$ cat config.mk
export PLATFORM = sky130hd
export DESIGN_NAME = can_mob_mask_stamp_data
export DESIGN_NICKNAME = d
export VERILOG_FILES = /design/src/logic/can_mob_pkg.sv /design/src/logic/obj_data_ram.sv /design/src/logic/can_mob_mask_stamp_data.sv
export SDC_FILE = /design/constraint.sdc
export NUM_CORES = 1
export LEC_CHECK = 0
export ABC_CLOCK_PERIOD_IN_PS = 2900
export BUFFER_PORTS_ARGS = -buffer_cell sky130_fd_sc_hd__buf_2
export CAP_MARGIN = 20
export CORE_MARGIN = 2
export CORE_UTILIZATION = 56
export DETAILED_ROUTE_END_ITERATION = 7
export PLACE_DENSITY = 0.76
export REMOVE_ABC_BUFFERS = 1
export SLEW_MARGIN = 30
export SYNTH_ARGS = -nofsm -noshare
export SYNTH_HDL_FRONTEND = slang
export SYNTH_HIERARCHICAL = 1
export SYNTH_SLANG_ARGS = --single-unit
$ cat constraint.sdc
create_clock -name clk_sys -period 2.9 [get_ports clk_sys]
set_input_delay 0.58 -clock clk_sys [delete_from_list [all_inputs] [get_ports clk_sys]]
set_output_delay 0.58 -clock clk_sys [all_outputs]
set_load 0.05 [all_outputs]
$ cat src/logic/can_mob_pkg.sv
// Purpose: Shared constants and carriers for the message object mask, stamp and data block
// Assumes: APB word addresses, 8-bit registers in the low byte lane
// Notes: Mask and tag words share one 32-bit layout, bit 31 is the top identifier bit
package can_mob_pkg;
    // Register byte offsets
    localparam logic [7:0] OFS_PAGE = 8'h00;
    localparam logic [7:0] OFS_MASK_HIGH = 8'h04;
    localparam logic [7:0] OFS_MASK_2 = 8'h08;
    localparam logic [7:0] OFS_MASK_3 = 8'h0c;
    localparam logic [7:0] OFS_MASK_LOW = 8'h10;
    localparam logic [7:0] OFS_STAMP_LOW = 8'h14;
    localparam logic [7:0] OFS_STAMP_HIGH = 8'h18;
    localparam logic [7:0] OFS_DATA_WIN = 8'h1c;
    localparam logic [7:0] OFS_BT_PRESCALE = 8'h20;
    localparam logic [7:0] OFS_BT_SYNC_PROP = 8'h24;
    localparam logic [7:0] OFS_BT_PHASES = 8'h28;
    localparam logic [7:0] OFS_CONTROL = 8'h2c;
    // Values after reset
    localparam logic [7:0] RST_BYTE = 8'h00;
    localparam logic [15:0] RST_STAMP = 16'h0000;
    // Page register fields
    localparam int PAGE_IDX_LSB = 0;
    localparam int PAGE_AINC_BIT = 3;
    localparam int PAGE_OBJ_LSB = 4;
    // Bit timing and control fields
    localparam int BT_BRP_LSB = 1;
    localparam int BT_PRS_LSB = 1;
    localparam int BT_SJW_LSB = 5;
    localparam int BT_PH1_LSB = 1;
    localparam int BT_PH2_LSB = 4;
    localparam int CTRL_EXT_BIT = 0;
    localparam int CTRL_RXEN_BIT = 1;
    // Comparison enables per layout: identifier, remote request and extension flag bits; last data window index
    localparam logic [31:0] STD_CMP_BITS = 32'hffe0_0005;
    localparam logic [31:0] EXT_CMP_BITS = 32'hffff_fffd;
    localparam logic [2:0] IDX_LAST = 3'h7;

    // Received frame header, one-cycle valid
    typedef struct packed {
        logic valid;
        logic [28:0] ident;
        logic rtr;
        logic ide;
    } rx_frame_type;

    // APB request from the master
    typedef struct packed {
        logic psel;
        logic penable;
        logic pwrite;
        logic [7:0] paddr;
        logic [31:0] pwdata;
    } apb_req_type;
endpackage

$ cat src/logic/obj_data_ram.sv
// Purpose: Data byte store for all message objects
// Assumes: One write or read address per cycle
// Notes: Read data come from a register, one cycle after the address
`timescale 1ns/100ps
module obj_data_ram
    import can_mob_pkg::*;
#(
    parameter int ADDR_W = 7,
    parameter int WIDTH = 8
)
(
    input wire logic clk_sys,
    input wire logic we,
    input wire logic [ADDR_W-1:0] addr,
    input wire logic [WIDTH-1:0] wdata,
    output logic [WIDTH-1:0] rdata_q
);
    logic [WIDTH-1:0] mem [0:(2**ADDR_W)-1];

    // Contents have no reset, like any RAM
    always_ff @(posedge clk_sys)
    begin
        if (we)
        begin
            mem[addr] <= wdata;
        end
        rdata_q <= mem[addr];
    end
endmodule // obj_data_ram

$ cat src/logic/can_mob_mask_stamp_data.sv
// Purpose: Acceptance mask, frame time stamp, data window and bit timing of message objects
// Assumes: APB slave at 10 MHz clk_sys, frame header from the protocol engine on same clock
// Notes: Every APB transfer takes two access cycles; read data and pready come from flops
//
// Function
// - Standard layout: mask bits 31:21 zero force pass, one compares identifier bit.
// - Extended layout: mask bits 31:3 act per bit on the 29-bit identifier.
// - Mask bit 2 gates the remote-request comparison.
// - Mask bit 0 gates comparison of extension flag against object setting.
// - Read-only 16-bit time stamp, low byte bits 7:0, high byte 15:8.
// - Data window reads and writes the byte at selected object and index.
// - After a page write the window shows the newly selected byte at once.
// - With auto-increment on, each window access advances the index by one.
// - The index counts modulo 8, wrapping 7 to 0.
// - Bit time is sync, propagation and two phase segments, in quanta; jump width is not counted.
// - Reserved tag positions take no part in acceptance.
`timescale 1ns/100ps
module can_mob_mask_stamp_data
    import can_mob_pkg::*;
#(
    parameter int OBJ_W = 4
)
(
    input wire logic clk_sys,
    input wire logic rst_n,
    input wire logic psel,
    input wire logic penable,
    input wire logic pwrite,
    input wire logic [7:0] paddr,
    input wire logic [31:0] pwdata,
    output logic [31:0] prdata,
    output logic pready,
    output logic pslverr,
    input wire rx_frame_type rx_frame,
    input wire logic [31:0] ident_tag_regs,
    input wire logic obj_ide,
    output logic accept_q,
    output logic bit_tick_q,
    output logic sample_tick_q
);
    // Segment length in quanta from a 3-bit field
    function automatic logic [4:0] seg_len(input logic [2:0] field);
        seg_len = {2'b00, field} + 5'd1;
    endfunction

    apb_req_type req;
    logic [7:0] page_q;
    logic [7:0] id_mask_byte_high;
    logic [7:0] id_mask_byte_2;
    logic [7:0] id_mask_byte_3;
    logic [7:0] id_mask_byte_low_flags;
    logic [7:0] bit_timing_prescale;
    logic [7:0] bit_timing_sync_prop;
    logic [7:0] bit_timing_phases;
    logic [7:0] control_q;
    logic [15:0] frame_stamp_count;
    logic [15:0] stamp_run_q;
    logic [5:0] tq_cnt_q;
    logic [4:0] q_cnt_q;
    logic [7:0] object_data_byte;
    logic pready_q;
    logic [31:0] prdata_q;
    logic pslverr_q;

    // Bus request travels as one bundle
    assign req = '{psel: psel, penable: penable, pwrite: pwrite, paddr: paddr, pwdata: pwdata};

    // Transfer decode: a transfer ends when pready is already up in the access phase
    wire xfer_done = req.psel && req.penable && pready_q;
    wire first_access = req.psel && req.penable && !pready_q;
    wire wr_done = xfer_done && req.pwrite;
    wire hit_page = req.paddr == OFS_PAGE;
    wire hit_m1 = req.paddr == OFS_MASK_HIGH;
    wire hit_m2 = req.paddr == OFS_MASK_2;
    wire hit_m3 = req.paddr == OFS_MASK_3;
    wire hit_m4 = req.paddr == OFS_MASK_LOW;
    wire hit_sl = req.paddr == OFS_STAMP_LOW;
    wire hit_sh = req.paddr == OFS_STAMP_HIGH;
    wire hit_win = req.paddr == OFS_DATA_WIN;
    wire hit_bt1 = req.paddr == OFS_BT_PRESCALE;
    wire hit_bt2 = req.paddr == OFS_BT_SYNC_PROP;
    wire hit_bt3 = req.paddr == OFS_BT_PHASES;
    wire hit_ctl = req.paddr == OFS_CONTROL;
    wire hit_any = hit_page || hit_m1 || hit_m2 || hit_m3 || hit_m4 || hit_sl || hit_sh
        || hit_win || hit_bt1 || hit_bt2 || hit_bt3 || hit_ctl;
    // Stamp registers are read-only, so a write there is refused
    wire bad_access = !hit_any || (req.pwrite && (hit_sl || hit_sh));

    // Page fields and data window addressing
    wire [2:0] data_idx = page_q[PAGE_IDX_LSB +: 3];
    wire auto_inc = page_q[PAGE_AINC_BIT];
    wire [OBJ_W-1:0] obj_sel = page_q[PAGE_OBJ_LSB +: OBJ_W];
    wire [OBJ_W+2:0] win_addr = {obj_sel, data_idx};
    wire win_done = xfer_done && hit_win;
    wire win_we = wr_done && hit_win;
    wire [2:0] idx_next = data_idx + 3'd1;

    // Next page value: software write first, else auto-increment after a window access
    logic [7:0] page_d;
    always_comb
    begin
        page_d = page_q;
        if (wr_done && hit_page)
        begin
            page_d = req.pwdata[7:0];
        end
        else if (win_done && auto_inc)
        begin
            page_d[PAGE_IDX_LSB +: 3] = idx_next;
        end
    end

    // Read multiplexer, upper bits and unmapped places read as zero
    wire [7:0] rd_byte = hit_page ? page_q
        : hit_m1 ? id_mask_byte_high
        : hit_m2 ? id_mask_byte_2
        : hit_m3 ? id_mask_byte_3
        : hit_m4 ? id_mask_byte_low_flags
        : hit_sl ? frame_stamp_count[7:0]
        : hit_sh ? frame_stamp_count[15:8]
        : hit_win ? object_data_byte
        : hit_bt1 ? bit_timing_prescale
        : hit_bt2 ? bit_timing_sync_prop
        : hit_bt3 ? bit_timing_phases
        : hit_ctl ? control_q
        : 8'h00;

    // Bus answer: one wait state gives the data RAM time after an index change
    always_ff @(posedge clk_sys)
    begin
        if (!rst_n)
        begin
            pready_q <= 1'b0;
            prdata_q <= 32'h0000_0000;
            pslverr_q <= 1'b0;
        end
        else
        begin
            pready_q <= first_access;
            prdata_q <= first_access && !req.pwrite ? {24'h00_0000, rd_byte} : 32'h0000_0000;
            pslverr_q <= first_access && bad_access;
        end
    end

    // Software registers; nothing but a bus write touches the mask bytes
    always_ff @(posedge clk_sys)
    begin
        if (!rst_n)
        begin
            page_q <= RST_BYTE;
            id_mask_byte_high <= RST_BYTE;
            id_mask_byte_2 <= RST_BYTE;
            id_mask_byte_3 <= RST_BYTE;
            id_mask_byte_low_flags <= RST_BYTE;
            bit_timing_prescale <= RST_BYTE;
            bit_timing_sync_prop <= RST_BYTE;
            bit_timing_phases <= RST_BYTE;
            control_q <= RST_BYTE;
        end
        else
        begin
            page_q <= page_d;
            if (wr_done && hit_m1) id_mask_byte_high <= req.pwdata[7:0];
            if (wr_done && hit_m2) id_mask_byte_2 <= req.pwdata[7:0];
            if (wr_done && hit_m3) id_mask_byte_3 <= req.pwdata[7:0];
            if (wr_done && hit_m4) id_mask_byte_low_flags <= req.pwdata[7:0];
            if (wr_done && hit_bt1) bit_timing_prescale <= req.pwdata[7:0];
            if (wr_done && hit_bt2) bit_timing_sync_prop <= req.pwdata[7:0];
            if (wr_done && hit_bt3) bit_timing_phases <= req.pwdata[7:0];
            if (wr_done && hit_ctl) control_q <= req.pwdata[7:0];
        end
    end

    // Data bytes of all objects; window follows the page register a cycle later
    obj_data_ram #(
        .ADDR_W(OBJ_W + 3),
        .WIDTH(8)
    ) u_ram (
        .clk_sys(clk_sys),
        .we(win_we),
        .addr(win_addr),
        .wdata(req.pwdata[7:0]),
        .rdata_q(object_data_byte)
    );

    // Acceptance: received header packed in the mask layout, reserved bits dropped
    wire ext_layout = control_q[CTRL_EXT_BIT];
    wire rx_enable = control_q[CTRL_RXEN_BIT];
    wire [31:0] mask_word = {id_mask_byte_high, id_mask_byte_2, id_mask_byte_3,
        id_mask_byte_low_flags};
    wire [31:0] rx_word = ext_layout ?
        {rx_frame.ident, rx_frame.rtr, 1'b0, rx_frame.ide} :
        {rx_frame.ident[10:0], 18'h0_0000, rx_frame.rtr, 1'b0, rx_frame.ide};
    wire [31:0] tag_word = {ident_tag_regs[31:1], obj_ide};
    wire [31:0] cmp_en = mask_word & (ext_layout ? EXT_CMP_BITS : STD_CMP_BITS);
    wire frame_hit = ((rx_word ^ tag_word) & cmp_en) == 32'h0000_0000;

    always_ff @(posedge clk_sys)
    begin
        if (!rst_n)
        begin
            accept_q <= 1'b0;
        end
        else
        begin
            accept_q <= rx_frame.valid && rx_enable && frame_hit;
        end
    end

    // Bit timing: quantum = prescale bits 6:1 plus 1 clocks, bit = sync + prop + phase1 + phase2
    // Jump width is held for the resynchronising engine; nothing here re-times edges
    wire [5:0] brp = bit_timing_prescale[BT_BRP_LSB +: 6];
    wire [4:0] prs_len = seg_len(bit_timing_sync_prop[BT_PRS_LSB +: 3]);
    wire [4:0] ph1_len = seg_len(bit_timing_phases[BT_PH1_LSB +: 3]);
    wire [4:0] ph2_len = seg_len(bit_timing_phases[BT_PH2_LSB +: 3]);
    wire [4:0] bit_len = 5'd1 + prs_len + ph1_len + ph2_len;
    wire [4:0] sample_q_idx = prs_len + ph1_len;
    wire tq_tick = tq_cnt_q == brp;
    wire bit_end = tq_tick && q_cnt_q == bit_len - 5'd1;

    always_ff @(posedge clk_sys)
    begin
        if (!rst_n)
        begin
            tq_cnt_q <= 6'h00;
            q_cnt_q <= 5'h00;
            bit_tick_q <= 1'b0;
            sample_tick_q <= 1'b0;
        end
        else
        begin
            tq_cnt_q <= tq_tick ? 6'h00 : tq_cnt_q + 6'h01;
            if (tq_tick)
            begin
                q_cnt_q <= bit_end ? 5'h00 : q_cnt_q + 5'h01;
            end
            bit_tick_q <= bit_end;
            sample_tick_q <= tq_tick && q_cnt_q == sample_q_idx;
        end
    end

    // Free bit-time counter wraps at 65535; a frame captures it into the stamp
    always_ff @(posedge clk_sys)
    begin
        if (!rst_n)
        begin
            stamp_run_q <= RST_STAMP;
            frame_stamp_count <= RST_STAMP;
        end
        else
        begin
            if (bit_end)
            begin
                stamp_run_q <= stamp_run_q + 16'h0001;
            end
            if (rx_frame.valid)
            begin
                frame_stamp_count <= stamp_run_q;
            end
        end
    end

    assign prdata = prdata_q;
    assign pready = pready_q;
    assign pslverr = pslverr_q;

    // Checks beside the logic
    a_mask_hold: assert property (@(posedge clk_sys) disable iff (!rst_n)
        !wr_done |=> $stable(mask_word))
        else $error("mask changed without a bus write");
    a_std_top_bit: assert property (@(posedge clk_sys) disable iff (!rst_n)
        rx_frame.valid && !ext_layout && mask_word[31]
        && rx_frame.ident[10] != ident_tag_regs[31] |=> !accept_q)
        else $error("standard identifier mismatch accepted");
    a_ext_low_bit: assert property (@(posedge clk_sys) disable iff (!rst_n)
        rx_frame.valid && ext_layout && mask_word[3]
        && rx_frame.ident[0] != ident_tag_regs[3] |=> !accept_q)
        else $error("extended identifier mismatch accepted");
    a_rtr_compare: assert property (@(posedge clk_sys) disable iff (!rst_n)
        rx_frame.valid && mask_word[2] && rx_frame.rtr != ident_tag_regs[2] |=> !accept_q)
        else $error("remote request mismatch accepted");
    a_ide_compare: assert property (@(posedge clk_sys) disable iff (!rst_n)
        rx_frame.valid && mask_word[0] && rx_frame.ide != obj_ide |=> !accept_q)
        else $error("extension flag mismatch accepted");
    a_open_mask: assert property (@(posedge clk_sys) disable iff (!rst_n)
        rx_frame.valid && rx_enable && mask_word == 32'h0000_0000 |=> accept_q)
        else $error("fully open mask rejected a frame");
    a_reserved_free: assert property (@(posedge clk_sys) disable iff (!rst_n)
        rx_frame.valid && rx_enable && !ext_layout
        && rx_frame.ident[10:0] == ident_tag_regs[31:21] && rx_frame.rtr == ident_tag_regs[2]
        && rx_frame.ide == obj_ide |=> accept_q)
        else $error("reserved positions affected acceptance");
    a_index_step: assert property (@(posedge clk_sys) disable iff (!rst_n)
        win_done && auto_inc && !(wr_done && hit_page) |=> data_idx == $past(idx_next))
        else $error("index did not advance");
    a_index_wrap: assert property (@(posedge clk_sys) disable iff (!rst_n)
        win_done && auto_inc && data_idx == IDX_LAST |=> data_idx == 3'h0)
        else $error("index did not wrap to zero");
    a_page_show: assert property (@(posedge clk_sys) disable iff (!rst_n)
        wr_done && hit_page |=> win_addr == {$past(req.pwdata[PAGE_OBJ_LSB +: OBJ_W]),
        $past(req.pwdata[PAGE_IDX_LSB +: 3])})
        else $error("window not repointed by page write");
    a_stamp_take: assert property (@(posedge clk_sys) disable iff (!rst_n)
        rx_frame.valid |=> frame_stamp_count == $past(stamp_run_q))
        else $error("stamp not captured on frame");
    a_bit_sample: assert property (@(posedge clk_sys) disable iff (!rst_n)
        sample_tick_q |-> !bit_tick_q && $past(q_cnt_q) == $past(prs_len + ph1_len))
        else $error("sample point fell on bit end");
endmodule // can_mob_mask_stamp_data

==> results of run 1 <==
==> final timing paths <==
check                                                         end                               from  cells after the start
worst min register to register  bit_timing_phases[0]$_SDFFE_PN0P_  bit_timing_phases[0]$_SDFFE_PN0P_                      2
worst min-delay path                         prdata[6]$_SDFF_PN0_                             pwrite                      3
worst max register to register       stamp_run_q[10]$_SDFFE_PN0N_  bit_timing_phases[2]$_SDFFE_PN0P_                     12
worst max-delay path                 stamp_run_q[10]$_SDFFE_PN0N_  bit_timing_phases[2]$_SDFFE_PN0P_                     12
==> cells by family (layout without fill, tap and decap cells) <==
group	after synthesis	in the layout	share of synthesized area, %
XOR/XNOR	60	60	1.10
flip-flops	1160	1160	70.3
adder cells (fa/ha/maj)	19	19	0.563
AND/OR/NAND/NOR	671	671	6.28
other	1	25	0.00788
AO/OA/AOI/OAI	843	843	12.7
multiplexers	247	247	5.82
buffers and inverters	288	752	3.16
==> worst min-delay path: cells and delay by family <==
| kind | cells | cell delay [ns] |
|---|---|---|
| AND/OR/NAND/NOR | 1 | 0.09 |
| buffers and inverters | 1 | 0.16 |
| AO/OA/AOI/OAI | 1 | 0.12 |
==> per-stage QoR <==
step / hold WS, ns / setup WS, ns
3_5_place_dp: 0.466 / -0.439
5_1_grt: 0.291 / -0.332
3_3_place_gp: 0.461 / -0.291
4_1_cts: 0.261 / -0.226
6_report: 0.283 / -0.170
2_1_floorplan: 0.441 / -8.15
==> metal layers <==
metal	global-route usage, %	wire length (um)	up-vias
met1	41.6	49500	15974
met5	0	23	-
met3	7.72	17100	515
met4	16.9	7940	4
li1	-	-	13703
met2	49.4	64100	2342
==> what timing repair did <==
action	CTS	global route
pin swaps	32	6
resized for setup	27	17
endpoints found under the hold margin	0	0
gates cloned	1	0
endpoints found under the setup margin	16	26
buffers inserted	9	3
==> power groups by stage <==
stage | Sequential [mW] | Clock [mW] | Combinational (mW)
after global placement | 18.5 | 0 | 0.683
after floorplan | 18.5 | 0 | 0.202
final | 18.2 | 13.7 | 0.729
after global routing | 18.2 | 14.4 | 0.777
after detailed placement | 18.5 | 0 | 0.699
after CTS | 18.2 | 13.8 | 0.723
==> area by class of cell <==
cell class / instances / area share (%)
Sequential cell: 1160 / 60.2
Multi-Input combinational cell: 1864 / 23.2
Timing Repair Buffer: 531 / 7.80
Clock buffer: 146 / 5.30
Tap cell: 1134 / 2.55
Clock inverter: 57 / 0.841
Inverter: 18 / 0.128
Antenna cell: 1 / 0.00450
==> cell usage in the layout (no fill, tap or decap), types with 12 or more instances in the layout <==
cell and instances:
xnor2_1 27, clkbuf_1 30, clkinv_1 26, a22o_1 46, ha_1 12, xor2_1 30, a22oi_1 81, o21ai_0 120
edfxtp_1 1024, mux4_2 16, nand3_1 38, nand4_1 19, mux2_2 69, or3_1 13, dfxtp_1 127, a21oi_1 175
inv_1 14, a221o_1 21, clkinv_2 14, conb_1 24, clkbuf_16 111, mux2i_1 156, o22ai_1 33, buf_2 88
o221ai_1 20, buf_4 391, nor3_1 22, a221oi_1 225, buf_12 43, nor2_1 334, nand2_1 153
==> impl_metrics.ini, run 1 <==
[die]
die_y_um = 296
start_util_pct = 56.7
die_w_um = 296
dieArea_um2 = 87300
io_pins = 147
core_area_um2 = 84000
rows = 106

[setup_path]
criticalPathCategory = flip-flop to flip-flop
crit_fanout = 5
startpoint_type = flip-flop
critPathTopFamily = adder cells
reg2reg_setup_slack_ns = -0.17
worstPathRequired_ns = 3.55
end_kind = flip-flop
arrival_ns = 3.72
path_cells = ha_4 -> fa_1 -> inv_1 -> fa_2 -> nand2b_4 -> a21oi_4 -> xnor2_2 -> nand4_1 -> buf_6 -> buf_8 -> or4_4 -> a21oi_2
max_stage_delay_ns = 0.53
cpMaxStageDelayCell = fa_1
worst-path-buf-inv = 3

[cts]
clock-root-buffer = clkbuf_16
ctsHoldBuffers = 0
h-tree-depth = 3
cts_tree = done
cts.sinks = 1160
clkTransAtPathRegs_ns = 0.06
cts-buffers-inserted = 111
insertion_delay_ns = 0.72
clockBufferDepth = 3

[power_and_ir_drop]
switching_power_mw = 6.71
power.total_mw = 32.6
clockPowerShare_pct = 42.0
comb_power_share_pct = 2.2
swShare_pct = 20.6
seqPwrFrac_pct = 55.7
vdd_drop_max_mv = 0.552
p_leak_nw = 18.7
power_per_cell_area_nw_per_um2 = 585
intPower_mw = 25.9

[drt]
routedWlPerCell_um = 28.2
vias = 32538
firstDrtPassIters = 5
drt_drc_violations_left = 0
final_antenna_net_count = 0
drt_iter0_markers = 4326
wl_um = 139000
vias_per_cell = 6.63

[yosys]
yosys_most_used_dff = edfxtp_1
synthArstFlopShare_pct = 0
synth.most_common_cell = edfxtp_1
synth_largest_area_cell = edfxtp_1
yosysTopAreaCellShare_pct = 64.6
synth_edf_count = 1024
ys_top_cells_by_area = edfxtp_1 (65%), dfxtp_1 (5.7%), a221oi_1 (4.2%)
synthCells = 3289
synth_common_cells = edfxtp_1 (1,024), nor2_1 (336), a221oi_1 (226), a21oi_1 (182), mux2i_1 (157)
netlist_area_um2 = 47600
seq_area_frac_synth_pct = 70.3
synth_cell_types = 86
yosysWarningCount = 6
syn_area_per_cell_um2 = 14.5
synth_seq_cells = 1160

[timing]
hold_violations = 0
skew_ns = 0.0488
setup_viol = 19
max_freq_ghz = 0.326
slew_headroom_pct = 45.2
tns_ns = -2.25
slew_viol_final = 0
post-route-min-period_ns = 3.07
worst_pin_slew_ns = 0.822
period_share_pct = 106
fin_ws_ns = -0.170
rsz0062_at_grt = true

[grt]
antenna_found_initial = 3
grt_pass1_wl_um = 204000
first_global_vias = 31950
grt_overflow = 0
grt_max_degree = 89
grt_usage_pct = 31.7

[final_layout]
drive_gt1_share_pct = 22.2
final_util_pct = 66.3
final_net_count = 3815
design_area_um2 = 55600
fin_cells = 4911
top_regs = u_ram/mem (1024), frame_stamp_count (16), stamp_run_q (16)
largest_reg_flops = 1024
area_growth_pct = 16.9
multiInputGateArea_um2 = 12900
seqCellArea_um2 = 33500
fillers = 5719
top_register = u_ram/mem

[placed_design]
gp_congestion = 0.933
placedInstanceArea_um2 = 51900
hpwlAfterDp_um = 89500
post-place-cells = 4696
port_buffers = 96

[run_status]
status = finished with violations
violations = negative setup slack

[flow_run]
max_cap_violations = 0

[hold_path]
hold_path.class = primary input to flip-flop
(Power assumes the default switching activity.)
==> run 2, diff against run 1 <==
--- a/config.mk
+++ b/config.mk
@@ -19,2 +19,3 @@
 export SYNTH_HIERARCHICAL = 1
 export SYNTH_SLANG_ARGS = --single-unit
+export TNS_END_PERCENT = 5
==> constraint.sdc (replaced) <==
create_clock -name clk_sys -period 2.9 [get_ports clk_sys]
set_input_delay 0.58 -clock clk_sys [delete_from_list [all_inputs] [get_ports clk_sys]]
set_output_delay 0.58 -clock clk_sys [all_outputs]
set_load 0.02 [all_outputs]
==> run 2 against run 1 <==
Against the previous run: highest routed layer unchanged; first-iteration DRC count rose by 3.4%; flip-flop and latch count did not move; critical path depth is the same; non-clock buffer count shrank 3; wire length grew 0.14%; clock power about the same; maximum frequency decreased by 0.91%; critical endpoint unchanged; power is 0.12% lower; via count is essentially flat; final area hardly changed; register-to-register slack worse by 0.03 ns; critical path type unchanged; the flow still finishes with violations (negative setup slack); global-route usage about the same.
==> impl_metrics.ini, run 2 (same netlist as run 1, synthesis figures left out) <==
[drt]
drt_iter0_markers = 4474
wl_um = 139000
vias = 32549
firstDrtPassIters = 6
final_antenna_net_count = 0
vias_per_cell = 6.63
drt_drc_violations_left = 0
routedWlPerCell_um = 28.3

[placed_design]
gp_congestion = 0.933
port_buffers = 96
hpwlAfterDp_um = 89500

[die]
die_w_um = 296
die_y_um = 296
start_util_pct = 56.7
core_area_um2 = 84000
dieArea_um2 = 87300
rows = 106
io_pins = 147

[final_layout]
top_regs = u_ram/mem (1024), frame_stamp_count (16), stamp_run_q (16)
drive_gt1_share_pct = 22.1
final_net_count = 3812
top_register = u_ram/mem
final_cell_mix = edfxtp_1 (1,024), buf_4 (387), nor2_1 (335)
layout.cells.most_common = edfxtp_1
area_growth_pct = 16.9
largest_reg_flops = 1024
final_util_pct = 66.3

[setup_path]
worstPathRequired_ns = 3.55
arrival_ns = 3.74
end_kind = flip-flop
criticalPathCategory = flip-flop to flip-flop
startpoint_type = flip-flop
crit_fanout = 5

[run_status]
status = finished with violations
violations = negative setup slack

[power_and_ir_drop]
clockPowerShare_pct = 42.1
switching_power_mw = 6.67
power.total_mw = 32.5
seqPwrFrac_pct = 55.8
swShare_pct = 20.5
comb_power_share_pct = 2.1
vdd_drop_max_mv = 0.549
p_leak_nw = 18.7
intPower_mw = 25.9
power_per_cell_area_nw_per_um2 = 585

[timing]
hold_violations = 0
period_share_pct = 107
slew_headroom_pct = 44.7
tns_ns = -2.37
slew_viol_final = 0
whs_ns = 0.291
post-route-min-period_ns = 3.10
rsz0062_at_grt = true
setup_viol = 17
max_freq_ghz = 0.323
fin_ws_ns = -0.198
worst_pin_slew_ns = 0.829
skew_ns = 0.0478

[grt]
grt_overflow = 0
grt_usage_pct = 31.7
grt_max_degree = 89
grt_pass1_wl_um = 204000
antenna_found_initial = 3
first_global_vias = 31913

[cts]
cts.sinks = 1160
insertion_delay_ns = 0.71
cts_tree = done
clock-root-buffer = clkbuf_16
clkTransAtPathRegs_ns = 0.06
h-tree-depth = 3
cts-buffers-inserted = 111
clockBufferDepth = 3

[hold_path]
hold_path.class = primary input to flip-flop

[flow_run]
max_cap_violations = 0
## run 2: final timing paths
| check | depth (start not counted) | endpoint | slack, ns | startpoint |
|---|---|---|---|---|
| min reg2reg | 2 | bit_timing_phases[0]$_SDFFE_PN0P_ | 0.48 | bit_timing_phases[0]$_SDFFE_PN0P_ |
| min | 3 | prdata[6]$_SDFF_PN0_ | 0.29 | pwrite |
| max reg2reg | 12 | stamp_run_q[10]$_SDFFE_PN0N_ | -0.20 | bit_timing_phases[1]$_SDFFE_PN0P_ |
| max | 12 | stamp_run_q[10]$_SDFFE_PN0N_ | -0.20 | bit_timing_phases[1]$_SDFFE_PN0P_ |
## run 2: final cells by class
class,count,area [um2]
diodes,1,2.50
flip-flops and latches,1160,33500
fillers,5722,28300
clock inverters,57,468
clock buffers,146,2950
inverters,18,71.3
well taps,1134,1420
multi-input cells,1864,12900
repair buffers,528,4320
## run 2: what timing repair did
action | 4_1_cts | 5_1_grt
resized for setup | 25 | 20
buffers inserted | 5 | 2
pin swaps | 36 | 8
gates cloned | 1 | 0
hold buffers | 0 | 0
endpoints found under the setup margin | 16 | 25
## run 2: worst max-delay path, stage by stage, from the launching register on
cell,delay [ns]
dfxtp_2,0.33
ha_4,0.24
fa_1,0.48
buf_4,0.15
ha_1,0.29
a21o_1,0.18
a21oi_2,0.16
xnor2_1,0.16
nand4_1,0.15
buf_6,0.17
buf_8,0.13
or4_4,0.48
a21oi_2,0.13
## run 2: per-stage QoR
stage / cell area (um2) / setup WS [ns] / cells
after floorplan: 46200 / -8.15 / 3042
after global placement: 51900 / -0.291 / 4696
after detailed placement: 51900 / -0.439 / 4696
after CTS: 55500 / -0.226 / 4905
after global routing: 55600 / -0.330 / 4907
final: 55600 / -0.198 / 4908
## run 2: routing by layer
layer | up-vias | global-route usage (%) | part of all wire (%)
li1 | 13691 | - | -
met1 | 15913 | 41.6 | 35
met2 | 2408 | 49.5 | 46
met3 | 533 | 7.72 | 13
met4 | 4 | 16.6 | 5.8
met5 | - | 0 | 0.017
## run 2: power by group through the flow
stage          logic, mW  registers [mW]  clock network, mW
2_1_floorplan      0.162            18.5                  0
3_3_place_gp       0.637            18.5                  0
3_5_place_dp       0.652            18.5                  0
4_1_cts            0.669            18.2               13.8
5_1_grt            0.727            18.2               14.4
6_report           0.682            18.2               13.7
